--- src/rtl/pspm_defs.vh ---
// Constants for the pulse and semi-period measurement block
`ifndef PSPM_DEFS_VH
`define PSPM_DEFS_VH

// Register offsets
`define PSPM_OFS_CTRL 8'h00
`define PSPM_OFS_ARM 8'h04
`define PSPM_OFS_STATUS 8'h08
`define PSPM_OFS_DATA 8'h0C
`define PSPM_OFS_LAST_HI 8'h10
`define PSPM_OFS_LAST_LO 8'h14

// Control field positions
`define PSPM_CTRL_MODE_LSB 0
`define PSPM_CTRL_TIMING_LSB 2
`define PSPM_CTRL_GATE_LVL 4
`define PSPM_CTRL_SRC_FALL 5
`define PSPM_CTRL_SAMP_FALL 6
`define PSPM_CTRL_FIRST_HIGH 7
`define PSPM_CTRL_DMA_EN 8
`define PSPM_CTRL_W 9
`define PSPM_CTRL_RESET 9'h090

// Arm register bits
`define PSPM_ARM_GO 0
`define PSPM_ARM_STOP 1

// Status field positions
`define PSPM_STAT_ARMED 0
`define PSPM_STAT_DONE 1
`define PSPM_STAT_OVERRUN 2
`define PSPM_STAT_OVERFLOW 3
`define PSPM_STAT_LEVEL_LSB 8

// Measurement modes
`define PSPM_MODE_WIDTH 2'h0
`define PSPM_MODE_PULSE 2'h1
`define PSPM_MODE_SEMI 2'h2

// Timing kinds
`define PSPM_TIM_SINGLE 2'h0
`define PSPM_TIM_IMPLICIT 2'h1
`define PSPM_TIM_SAMPLED 2'h2
`define PSPM_TIM_HARDWARE_TIMED_SINGLE_POINT 2'h3

// Sizes
`define PSPM_CNT_W 32
`define PSPM_FIFO_DEPTH 16
`define PSPM_FIFO_AW 4
`define PSPM_FIFO_FULL 5'h10

`endif

--- src/rtl/pspm_fifo.v ---
// Counter FIFO with a registered head word
`include "pspm_defs.vh"

module pspm_fifo (
  // Clock and reset
  input wire i_clk,
  input wire i_rst,
  // Fill side
  input wire i_push,
  input wire [31:0] i_data,
  // Drain side
  input wire i_pop,
  output reg o_valid,
  output reg [31:0] o_data,
  // Level
  output wire o_full,
  output wire [4:0] o_count
);

  reg [31:0] mem [0:`PSPM_FIFO_DEPTH-1];
  reg [`PSPM_FIFO_AW-1:0] wr_ptr_reg;
  reg [`PSPM_FIFO_AW-1:0] rd_ptr_reg;
  reg [4:0] fill_reg;
  wire take;
  wire load;
  wire wr;

  assign o_full = (fill_reg == `PSPM_FIFO_FULL);
  assign take = o_valid & i_pop;
  assign load = (fill_reg != 5'h00) & (~o_valid | take);
  assign wr = i_push & ~o_full;
  assign o_count = fill_reg + {4'h0, o_valid};

  always @(posedge i_clk) begin
    if (i_rst) begin
      wr_ptr_reg <= 4'h0;
      rd_ptr_reg <= 4'h0;
      fill_reg <= 5'h00;
      o_valid <= 1'b0;
      o_data <= 32'h00000000;
    end else begin
      if (wr) begin
        mem[wr_ptr_reg] <= i_data;
        wr_ptr_reg <= wr_ptr_reg + 4'h1;
      end
      if (load) begin
        o_data <= mem[rd_ptr_reg];
        rd_ptr_reg <= rd_ptr_reg + 4'h1;
      end
      if (wr & ~load) begin
        fill_reg <= fill_reg + 5'h01;
      end else if (load & ~wr) begin
        fill_reg <= fill_reg - 5'h01;
      end
      o_valid <= load | (o_valid & ~take);
    end
  end

endmodule // pspm_fifo

--- src/rtl/pspm_top.v ---
// Pulse-width, pulse and semi-period measurement counter
//
// The implementer's own choices: the address-and-strobe port and the placing of the registers.
`include "pspm_defs.vh"

module pspm_top (
  // Clock and reset
  input wire I_MCLK,
  input wire I_SRST,
  // Register port
  input wire [7:0] I_ADDR,
  input wire [31:0] I_WDATA,
  input wire I_WR,
  input wire I_RD,
  output reg [31:0] O_RDATA,
  // Measured signals
  input wire I_GATE,
  input wire I_SOURCE,
  input wire I_SAMPLE_CLK,
  // DMA port
  output wire O_DMA_REQ,
  output wire [31:0] O_DMA_DATA,
  input wire I_DMA_ACK,
  // Status
  output reg O_OVERRUN
);

  localparam ST_IDLE = 2'h0;
  localparam ST_WAIT = 2'h1;
  localparam ST_RUN = 2'h2;
  localparam ST_DONE = 2'h3;

  // Edge of the selected polarity
  function edge_hit;
    input cur;
    input prev;
    input fall;
    begin
      edge_hit = fall ? (prev & ~cur) : (cur & ~prev);
    end
  endfunction

  // Register strobe at a given offset
  function reg_hit;
    input strobe;
    input [7:0] addr;
    input [7:0] ofs;
    begin
      reg_hit = strobe & (addr == ofs);
    end
  endfunction

  reg [`PSPM_CTRL_W-1:0] ctrl_reg;
  reg [1:0] state_reg;
  reg [1:0] state_next;
  reg [31:0] cnt_reg;
  reg [31:0] cnt_next;
  reg phase_reg;
  reg phase_next;
  reg [31:0] first_reg;
  reg [31:0] first_next;
  reg [31:0] last_hi_reg;
  reg [31:0] last_hi_next;
  reg [31:0] last_lo_reg;
  reg [31:0] last_lo_next;
  reg last_valid_reg;
  reg last_valid_next;
  reg fresh_reg;
  reg fresh_next;
  reg pend_reg;
  reg pend_next;
  reg [31:0] pend_data_reg;
  reg [31:0] pend_data_next;
  reg overflow_reg;
  reg gate_prev_reg;
  reg src_prev_reg;
  reg samp_prev_reg;
  reg push;
  reg [31:0] push_data;
  reg overrun_set;
  reg comp;

  wire [1:0] mode;
  wire [1:0] timing;
  wire gate_lvl;
  wire src_fall;
  wire samp_fall;
  wire first_high;
  wire dma_en;
  wire [1:0] eff_mode;
  wire [1:0] eff_timing;
  wire is_width;
  wire sampled;
  wire src_tick;
  wire samp_tick;
  wire gate_lead;
  wire gate_trail;
  wire gate_any;
  wire start_edge;
  wire gate_act;
  wire [31:0] cnt_inc;
  wire [31:0] tick_cnt;
  wire wr_ctrl;
  wire wr_arm;
  wire wr_stat;
  wire rd_data;
  wire fifo_valid;
  wire fifo_full;
  wire fifo_pop;
  wire [31:0] fifo_data;
  wire [4:0] fifo_count;

  assign mode = ctrl_reg[`PSPM_CTRL_MODE_LSB +: 2];
  assign timing = ctrl_reg[`PSPM_CTRL_TIMING_LSB +: 2];
  assign gate_lvl = ctrl_reg[`PSPM_CTRL_GATE_LVL];
  assign src_fall = ctrl_reg[`PSPM_CTRL_SRC_FALL];
  assign samp_fall = ctrl_reg[`PSPM_CTRL_SAMP_FALL];
  assign first_high = ctrl_reg[`PSPM_CTRL_FIRST_HIGH];
  assign dma_en = ctrl_reg[`PSPM_CTRL_DMA_EN];

  // Single semi-period runs as single width; semi-period never sampled
  assign eff_mode = (mode == `PSPM_MODE_SEMI && timing == `PSPM_TIM_SINGLE) ? `PSPM_MODE_WIDTH : mode;
  assign eff_timing = (mode == `PSPM_MODE_SEMI && timing[1]) ? `PSPM_TIM_IMPLICIT : timing;
  assign is_width = (eff_mode == `PSPM_MODE_WIDTH) || (eff_mode == 2'h3);
  assign sampled = eff_timing[1];

  // Edge detection on the synchronous inputs
  assign src_tick = edge_hit(I_SOURCE, src_prev_reg, src_fall);
  assign samp_tick = edge_hit(I_SAMPLE_CLK, samp_prev_reg, samp_fall);
  assign gate_lead = edge_hit(I_GATE, gate_prev_reg, ~gate_lvl);
  assign gate_trail = edge_hit(I_GATE, gate_prev_reg, gate_lvl);
  assign gate_any = I_GATE ^ gate_prev_reg;
  assign start_edge = edge_hit(I_GATE, gate_prev_reg, ~first_high);
  assign gate_act = (I_GATE == gate_lvl);
  assign cnt_inc = cnt_reg + {31'h0, src_tick};
  assign tick_cnt = {31'h0, src_tick};

  // Register decode
  assign wr_ctrl = reg_hit(I_WR, I_ADDR, `PSPM_OFS_CTRL);
  assign wr_arm = reg_hit(I_WR, I_ADDR, `PSPM_OFS_ARM);
  assign wr_stat = reg_hit(I_WR, I_ADDR, `PSPM_OFS_STATUS);
  assign rd_data = reg_hit(I_RD, I_ADDR, `PSPM_OFS_DATA);
  assign fifo_pop = dma_en ? I_DMA_ACK : rd_data;

  // Measurement engine
  always @* begin
    state_next = state_reg;
    cnt_next = cnt_reg;
    phase_next = phase_reg;
    first_next = first_reg;
    last_hi_next = last_hi_reg;
    last_lo_next = last_lo_reg;
    last_valid_next = last_valid_reg;
    fresh_next = fresh_reg;
    pend_next = 1'b0;
    pend_data_next = pend_data_reg;
    push = 1'b0;
    push_data = 32'h00000000;
    overrun_set = 1'b0;
    comp = 1'b0;
    if (pend_reg) begin
      push = 1'b1;
      push_data = pend_data_reg;
    end
    case (state_reg)
      ST_IDLE: begin
        cnt_next = 32'h00000000;
      end
      ST_WAIT: begin
        if (is_width) begin
          if (gate_lead) begin
            state_next = ST_RUN;
            cnt_next = tick_cnt;
          end
        end else if (start_edge) begin
          state_next = ST_RUN;
          cnt_next = tick_cnt;
          phase_next = 1'b0;
        end
      end
      ST_RUN: begin
        if (is_width) begin
          cnt_next = gate_act ? cnt_inc : 32'h00000000;
          if (gate_trail) begin
            if (eff_timing == `PSPM_TIM_SINGLE) begin
              push = 1'b1;
              push_data = cnt_reg;
              state_next = ST_DONE;
            end else if (sampled) begin
              last_hi_next = cnt_reg;
              last_valid_next = 1'b1;
              comp = 1'b1;
            end else begin
              push = 1'b1;
              push_data = cnt_reg;
            end
          end
        end else if (gate_any) begin
          cnt_next = tick_cnt;
          phase_next = ~phase_reg;
          if (sampled) begin
            if (!phase_reg) begin
              first_next = cnt_reg;
            end else begin
              last_hi_next = first_high ? first_reg : cnt_reg;
              last_lo_next = first_high ? cnt_reg : first_reg;
              last_valid_next = 1'b1;
              comp = 1'b1;
            end
          end else begin
            push = 1'b1;
            push_data = cnt_reg;
            if (eff_timing == `PSPM_TIM_SINGLE && phase_reg) begin
              state_next = ST_DONE;
            end
          end
        end else begin
          cnt_next = cnt_inc;
        end
      end
      ST_DONE: begin
        cnt_next = cnt_reg;
      end
      default: begin
        cnt_next = cnt_reg;
      end
    endcase
    // Sample clock handling
    if (sampled && (state_reg == ST_WAIT || state_reg == ST_RUN) && samp_tick) begin
      if (eff_timing == `PSPM_TIM_HARDWARE_TIMED_SINGLE_POINT && !(fresh_reg || comp)) begin
        overrun_set = 1'b1;
      end
      if (last_valid_next) begin
        push = 1'b1;
        push_data = last_hi_next;
        if (!is_width) begin
          pend_next = 1'b1;
          pend_data_next = last_lo_next;
        end
      end
      fresh_next = 1'b0;
    end else if (comp) begin
      fresh_next = 1'b1;
    end
    // Arm and disarm from software
    if (wr_arm && I_WDATA[`PSPM_ARM_STOP]) begin
      state_next = ST_IDLE;
    end else if (wr_arm && I_WDATA[`PSPM_ARM_GO]) begin
      state_next = ST_WAIT;
      cnt_next = 32'h00000000;
      phase_next = 1'b0;
      last_valid_next = 1'b0;
      fresh_next = 1'b0;
    end
  end

  always @(posedge I_MCLK) begin
    if (I_SRST) begin
      ctrl_reg <= `PSPM_CTRL_RESET;
      state_reg <= ST_IDLE;
      cnt_reg <= 32'h00000000;
      phase_reg <= 1'b0;
      first_reg <= 32'h00000000;
      last_hi_reg <= 32'h00000000;
      last_lo_reg <= 32'h00000000;
      last_valid_reg <= 1'b0;
      fresh_reg <= 1'b0;
      pend_reg <= 1'b0;
      pend_data_reg <= 32'h00000000;
      overflow_reg <= 1'b0;
      O_OVERRUN <= 1'b0;
      gate_prev_reg <= 1'b0;
      src_prev_reg <= 1'b0;
      samp_prev_reg <= 1'b0;
      O_RDATA <= 32'h00000000;
    end else begin
      if (wr_ctrl) begin
        ctrl_reg <= I_WDATA[`PSPM_CTRL_W-1:0];
      end
      state_reg <= state_next;
      cnt_reg <= cnt_next;
      phase_reg <= phase_next;
      first_reg <= first_next;
      last_hi_reg <= last_hi_next;
      last_lo_reg <= last_lo_next;
      last_valid_reg <= last_valid_next;
      fresh_reg <= fresh_next;
      pend_reg <= pend_next;
      pend_data_reg <= pend_data_next;
      gate_prev_reg <= I_GATE;
      src_prev_reg <= I_SOURCE;
      samp_prev_reg <= I_SAMPLE_CLK;
      // Sticky flags: a new event wins over a clear
      O_OVERRUN <= overrun_set | (O_OVERRUN & ~(wr_stat & I_WDATA[`PSPM_STAT_OVERRUN]));
      overflow_reg <= (push & fifo_full) | (overflow_reg & ~(wr_stat & I_WDATA[`PSPM_STAT_OVERFLOW]));
      if (I_RD) begin
        case (I_ADDR)
          `PSPM_OFS_CTRL: O_RDATA <= {23'h0, ctrl_reg};
          `PSPM_OFS_STATUS: O_RDATA <= {19'h0, fifo_count, 4'h0, overflow_reg, O_OVERRUN,
                                        (state_reg == ST_DONE), (state_reg == ST_WAIT || state_reg == ST_RUN)};
          `PSPM_OFS_DATA: O_RDATA <= fifo_valid ? fifo_data : 32'h00000000;
          `PSPM_OFS_LAST_HI: O_RDATA <= last_hi_reg;
          `PSPM_OFS_LAST_LO: O_RDATA <= last_lo_reg;
          default: O_RDATA <= 32'h00000000;
        endcase
      end else begin
        O_RDATA <= 32'h00000000;
      end
    end
  end

  // Counter FIFO, drained by DMA or by software reads
  pspm_fifo u_fifo (
    .i_clk(I_MCLK),
    .i_rst(I_SRST),
    .i_push(push),
    .i_data(push_data),
    .i_pop(fifo_pop),
    .o_valid(fifo_valid),
    .o_data(fifo_data),
    .o_full(fifo_full),
    .o_count(fifo_count)
  );

  assign O_DMA_REQ = fifo_valid;
  assign O_DMA_DATA = fifo_data;

endmodule // pspm_top

--- config.mk ---
export PLATFORM = sky130hd
export DESIGN_NAME = pspm_top
export DESIGN_NICKNAME = d
export VERILOG_FILES = /design/src/rtl/pspm_fifo.v /design/src/rtl/pspm_top.v
export VERILOG_INCLUDE_DIRS = /design/src /design/src/rtl
export SDC_FILE = /design/constraint.sdc
export NUM_CORES = 1
export LEC_CHECK = 0
export BUFFER_PORTS_ARGS = -buffer_cell sky130_fd_sc_hd__buf_2
export CORE_MARGIN = 3
export CORE_UTILIZATION = 27
export DETAILED_ROUTE_END_ITERATION = 12
export SLEW_MARGIN = 20
export SYNTH_ARGS = -nofsm -noshare
export SYNTH_HDL_FRONTEND = slang
export SYNTH_SLANG_ARGS = --single-unit
--- constraint.sdc ---
create_clock -name I_MCLK -period 5.97 [get_ports I_MCLK]
set_input_delay 0.8955 -clock I_MCLK [delete_from_list [all_inputs] [get_ports I_MCLK]]
set_output_delay 0.8955 -clock I_MCLK [all_outputs]
set_load 0.1 [all_outputs]
# Word-level counts from Yosys, hierarchy flattened
# Memories as Yosys holds them, arrays and structs flattened. A register that Yosys moved wholly into a read port is not among the register bits.
# Cells that the tools add are included.
[op_classes]
n_addsub = 6
n_reduce_logical = 29
mux = 100
n_eq_ne = 27
n_bitwise = 44
[op_table]
columns = ["cell", "count"]
rows = [
  ["$mux W32", 33],
  ["$pmux W32 S5", 1],
  ["$pmux W32 S4", 1],
  ["$mux W1", 50],
  ["$add A32 B1 Y32", 1],
  ["$ne A4 B3 Y1 const B", 7],
  ["$mux W2", 11],
  ["$and A1 B1 Y1", 21],
  ["$ne A3 B3 Y1 const B", 7],
  ["$not A1 Y1", 18],
  ["$eq A8 B4 Y1 const B", 2],
  ["$eq A8 B5 Y1 const B", 2],
  ["$reduce_and A8 Y1", 2],
  ["$eq A2 B2 Y1 const B", 5],
  ["$mux W5", 2],
  ["$add A4 B1 Y4 const B", 2],
  ["$eq A8 B3 Y1 const B", 1],
  ["$logic_and A1 B1 Y1", 8],
  ["$logic_not A2 Y1", 4],
  ["$logic_not A8 Y1", 1],
  ["$reduce_or A3 Y1", 2],
  ["$add A5 B1 Y5", 1],
  ["$add A5 B1 Y5 const B", 1],
  ["$eq A5 B5 Y1 const B", 1],
  ["15 further kinds", 22],
]
[word_totals]
input_bits = 48
mem_count = 1
elab_cells = 229
out_inout_bits = 66
regBits = 226
mem_bits_rw = 512
[memory_table]
columns = ["name", "depth", "word_bits", "read_ports", "rd_ports_with_merged_regs", "write_ports", "line_no", "text"]
rows = [
  ["u_fifo.mem", 16, 32, 1, 1, 1, "pspm_fifo.v:20", "reg [31:0] mem [0:`PSPM_FIFO_DEPTH-1];"],
]

# Depth between registers and ports, before layout
[logic_depth]
ltp_word = 15
ltp_mapped = 16
mapped_depth_nobuf = 16

# Hierarchy
# From an unflattened synthesis, not the netlist that was laid out.
[unflattened]
hier_cells = 2249
hier_area_um2 = 31504.0
[by_module_without_submodules]
columns = ["mod", "cells_each", "seq_area_each_um2", "n_inst", "area_per_inst_um2"]
rows = [
  ["pspm_fifo", 1001, 16295.6, 1, 21280.4],
  ["pspm_top", 1248, 4244.1, 1, 10223.6],
]

# Worst setup path after synthesis
# No wires, ideal clock.
[synth_path]
kind = "input port to flip-flop"
start = "input I_GATE"
end = "memory u_fifo.mem[0][0] (enable)"
arrival_ns = 5.222
required_ns = 5.469
n_path_buf = 0
slack_ns = 0.247
path_stages = 6
setup_time_ns = 0.501
cell_sequence = "inv_1 -> ha_1 -> nor4_4 -> o31a_1 -> o31ai_4 -> nor4_1"
[synth_between]
elab_chain_len = 12
word_cells_on_any_way = 19
classes_between = "mux (14); bitwise (5)"
[synth_rtl]
columns = ["item", "line_no", "text"]
rows = [
  ["start, declared", "pspm_top.v:17", "input wire I_GATE,"],
  ["$not A1 Y1", "pspm_top.v:39", "edge_hit = fall ? (prev & ~cur) : (cur & ~prev);"],
  ["$and A1 B1 Y1", "pspm_top.v:39", ""],
  ["$mux W1", "pspm_top.v:39", ""],
  ["$mux W1", "pspm_top.v:184", "if (gate_trail) begin"],
  ["$mux W1", "pspm_top.v:182", "if (is_width) begin"],
  ["$mux W1", "pspm_top.v:165", "case (state_reg)"],
  ["$mux W1", "pspm_top.v:233", "if (last_valid_next) begin"],
  ["$mux W1 *", "pspm_top.v:229", "if (sampled && (state_reg == ST_WAIT || state_reg == ST_RUN) && samp_tick) begin"],
  ["$and A1 B1 Y1 *", "pspm_fifo.v:31", "assign wr = i_push & ~o_full;"],
  ["$mux W1 *", "pspm_fifo.v:42", "if (wr) begin"],
  ["$mux W1 *", "pspm_fifo.v:35", "if (i_rst) begin"],
  ["$mux W1 (implied by the code) *", "pspm_fifo.v:43", "mem[wr_ptr_reg] <= i_data;"],
  ["end, declared", "pspm_fifo.v:20", ""],
]
# Mark *: on every way between the ends. The rest lies on a longest branch, timed or not.

# Final worst setup path
[layout_path]
start = "register state_reg[0]"
end = "memory u_fifo.mem[9][5] (enable)"
[layout_between]
elab_chain_len = 9
word_cells_on_any_way = 13
classes_between = "eq/ne (2); mux (7); bitwise (1); reduce/logical (3)"
[layout_rtl]
columns = ["item", "line_no", "text"]
rows = [
  ["start, declared", "pspm_top.v:54", "reg [1:0] state_reg;"],
  ["start signal, assigned", "pspm_top.v:280", "state_reg <= state_next;"],
  ["$eq A2 B1 Y1 or $eq A2 B2 Y1 (tied branches)", "pspm_top.v:229, pspm_top.v:165", ""],
  ["$logic_or A1 B1 Y1", "pspm_top.v:229", ""],
  ["$logic_and A1 B1 Y1 (2 in a row)", "pspm_top.v:229", ""],
  ["$mux W1 *", "pspm_top.v:229", ""],
  ["$and A1 B1 Y1 *", "pspm_fifo.v:31", ""],
  ["via u_fifo.wr", "pspm_fifo.v:26", "wire wr;"],
  ["$mux W1 *", "pspm_fifo.v:42", ""],
  ["$mux W1 *", "pspm_fifo.v:35", ""],
  ["$mux W1 (implied by the code) *", "pspm_fifo.v:43", ""],
]
# The timed path passes the listed nets; every way through them passes the cells marked *.

==> out/qor.csv <==
metric,value,unit
outcome,finished clean,
most common cell in the netlist,edfxtp_1,
"top cells by count, synth","edfxtp_1, dfxtp_1, a21oi_1",
clock buffer depth,3,
First DRT Iteration DRCs,1806,
Rows,124,
DRC Markers,0,
Worst path max stage delay,950,ps
CTS Sinks,770,
root cell of the clock tree,clkbuf_16,
area of the core,115000,µm²
nets,2338,
final wirelength,85.9,mm
worst path required time,6280,ps
Die X,348,µm
P per Cell Area,370,nW/µm²
max reg flops,512,
Bufs and invs on worst path,3,
critical path data arrival time,4620,ps
CP endpoint kind,register,
cells along the critical path,inv_1 > ha_1 > nand2_1 > nor4_1 > o31a_2 > o31ai_4 > inv_2 > nand3b_1 > nor2_4 > buf_4,
final max-slew violation count,0,
Clk network pwr share,37.1,%
adder-cell share of the synthesized area,0.856,%
CTS tree,done,
remaining antenna violation count,0,
Fmax,0.232,GHz
Syn-to-layout area delta,16.1,%
vias in the first global route,18983,
antenna cells,0,
hold_ws,449,ps
max cap viols,0,
drt first pass iters,7,
routability cong.,0.804,
sw frac,29.5,%
family with the most delay on the worst path,simple AND/OR/NAND/NOR gates,
mux contribution to synthesized area,14.1,%
vias per cell,5.07,
largest cells by area after synthesis,"edfxtp_1, dfxtp_1, mux4_2, a21oi_1, mux2i_1",
cts hold-fix bufs,0,
CTS Buf Count,80,
async set or reset register ratio after synthesis,0,%
Compound-Gate Fraction of Synth Area,9.47,%
xor and xnor fraction of the mapped netlist area,0.333,%
final design utilization,31.8,%
area share of the largest cell type after synthesis,48.7,%
"Clk Latency, worst-skew pair",640,ps
H-tree depth,3,
fill count,11287,
GRT overflow,0,
crit start category,register,
RSZ-0062 raised after global routing,false,
Synth area leader,edfxtp_1,
via count,19509,
post-CTS setup repair buffer count,0,
Fin. Hold Viols,0,
Largest Register,u_fifo.mem,
Tightest Hold Check Type,reg2reg,
internal power,0.00955,W
sequential share of the synthesized area,65.0,%
GRT Util Overall,13.9,%
Final Power,0.0135,W
Logic pwr share,18.6,%
Reg power frac,44.3,%
die area,121000,µm²
Initial Util,27.4,%
post-CTS sizing,0,
fraction of layout cells with a size suffix above 1,22.0,%
Post-Synth Simple-Gate Area,7.47,%
pre-CTS setup slack,1160,ps
largest family of logic cells by synthesized area,multiplexers,
syn avg cell area,14.4,µm²
post-synth cell types,70,
setup TNS,0,ps
Final setup viols,0,
CP max stage cell,nor2_4,
Worst Clk Skew,43.0,ps
initial antenna violation count,4,
Worst VDD drop,0.253,mV
first-pass GRT wire length,128,mm
Clock transition at path regs,60,ps
crit path kind,reg2reg,
Synth Flop Type,edfxtp_1,
"flops & latches, synth",770,
"Max FO, Critical Path",19,
Tcrit/Tclk final,72.2,%
Synthesized Nets,2255,
Worst Max-Slew Pin Slew,1050,ps
Tmin final,4310,ps
largest net degree at the start of global routing,74,
Synth Cell Area,31600,µm²
HPWL Detailed,52.7,mm
Final WS setup,1660,ps
Psw,0.00400,W
Mapped Cells,2186,
drt wl/cell,22.3,µm
YS warnings,0,
I/O pin total,114,
port bufs,90,
Rel. slew slack,28.6,%
Die Ht,348,µm
Leak,12.2,nW
Post-synth EDFFs,512,
[layout by cell type (no fill, tap or decap), types with 65 or more instances in the layout]
cell,n
dfxtp_1,253
clkbuf_16,84
mux4_2,160
buf_2,89
a211oi_1,65
edfxtp_1,512
nor2_1,136
a21oi_1,171
mux2i_1,82
buf_4,89
nand2_1,173
[kinds of logic after synthesis]
| logic type | Yosys count |
|---|---|
| adders and majority gates | 21 |
| xor gates and xnor gates | 12 |
| AOI/OAI and AO/OA | 444 |
| muxes | 244 |
| and+or+nand+nor | 498 |
| buffers and inverters | 197 |
| DFF | 770 |
[through the flow]
stage	instance area (µm²)	std cells
3_3_place_gp	34000	3699
5_1_grt	36600	3846
6_report	36600	3846
4_1_cts	36600	3846
2_1_floorplan	31600	2186
3_5_place_dp	34000	3699
[tightest hold or removal path, cell delays in order, from the launching register on]
cell,delay [ps]
dfxtp_1,300
nand2_1,50
a21oi_1,50
[power groups by stage]
stage,clock (W),combinational [W],sequential [W]
detailed placement,0,0.00256,0.00612
CTS,0.00512,0.00256,0.00601
global placement,0,0.00255,0.00612
finish,0.00502,0.00252,0.00600
floorplan,0,0.00140,0.00672
global route,0.00535,0.00267,0.00603
[metal layers]
layer | track usage, % | vias up | share of wire (%)
met5 | 0 | - | 0
met4 | 3.71 | 0 | 2.2
met3 | 2.38 | 113 | 6.0
met2 | 23.4 | 639 | 49
met1 | 18.6 | 10041 | 43
li1 | - | 8716 | -
[final timing paths]
path / slack [ps] / endpoint / cells past startpoint / start
min reg2reg: 450 / pend_data_reg[29]$_SDFFE_PP0P_ / 2 / pend_data_reg[29]$_SDFFE_PP0P_
min: 450 / pend_data_reg[29]$_SDFFE_PP0P_ / 2 / pend_data_reg[29]$_SDFFE_PP0P_
max reg2reg: 1660 / u_fifo.mem[9][5]$_DFFE_PP_ / 10 / state_reg[0]$_SDFFE_PP0P_
max: 1660 / u_fifo.mem[9][5]$_DFFE_PP_ / 10 / state_reg[0]$_SDFFE_PP0P_
[area by class of cell]
type                       count  area [µm²]  share of cell area (%)
timing repair buffer         180        1140                    3.12
clock buffer                 105        2230                    6.09
inverter                      18        67.6                   0.184
sequential                   770       20600                    56.1
tap                         1512        1890                    5.16
multi-input combinational   1219       10400                    28.3
clock inverter                42         407                    1.11
(Power assumes the default switching activity.)
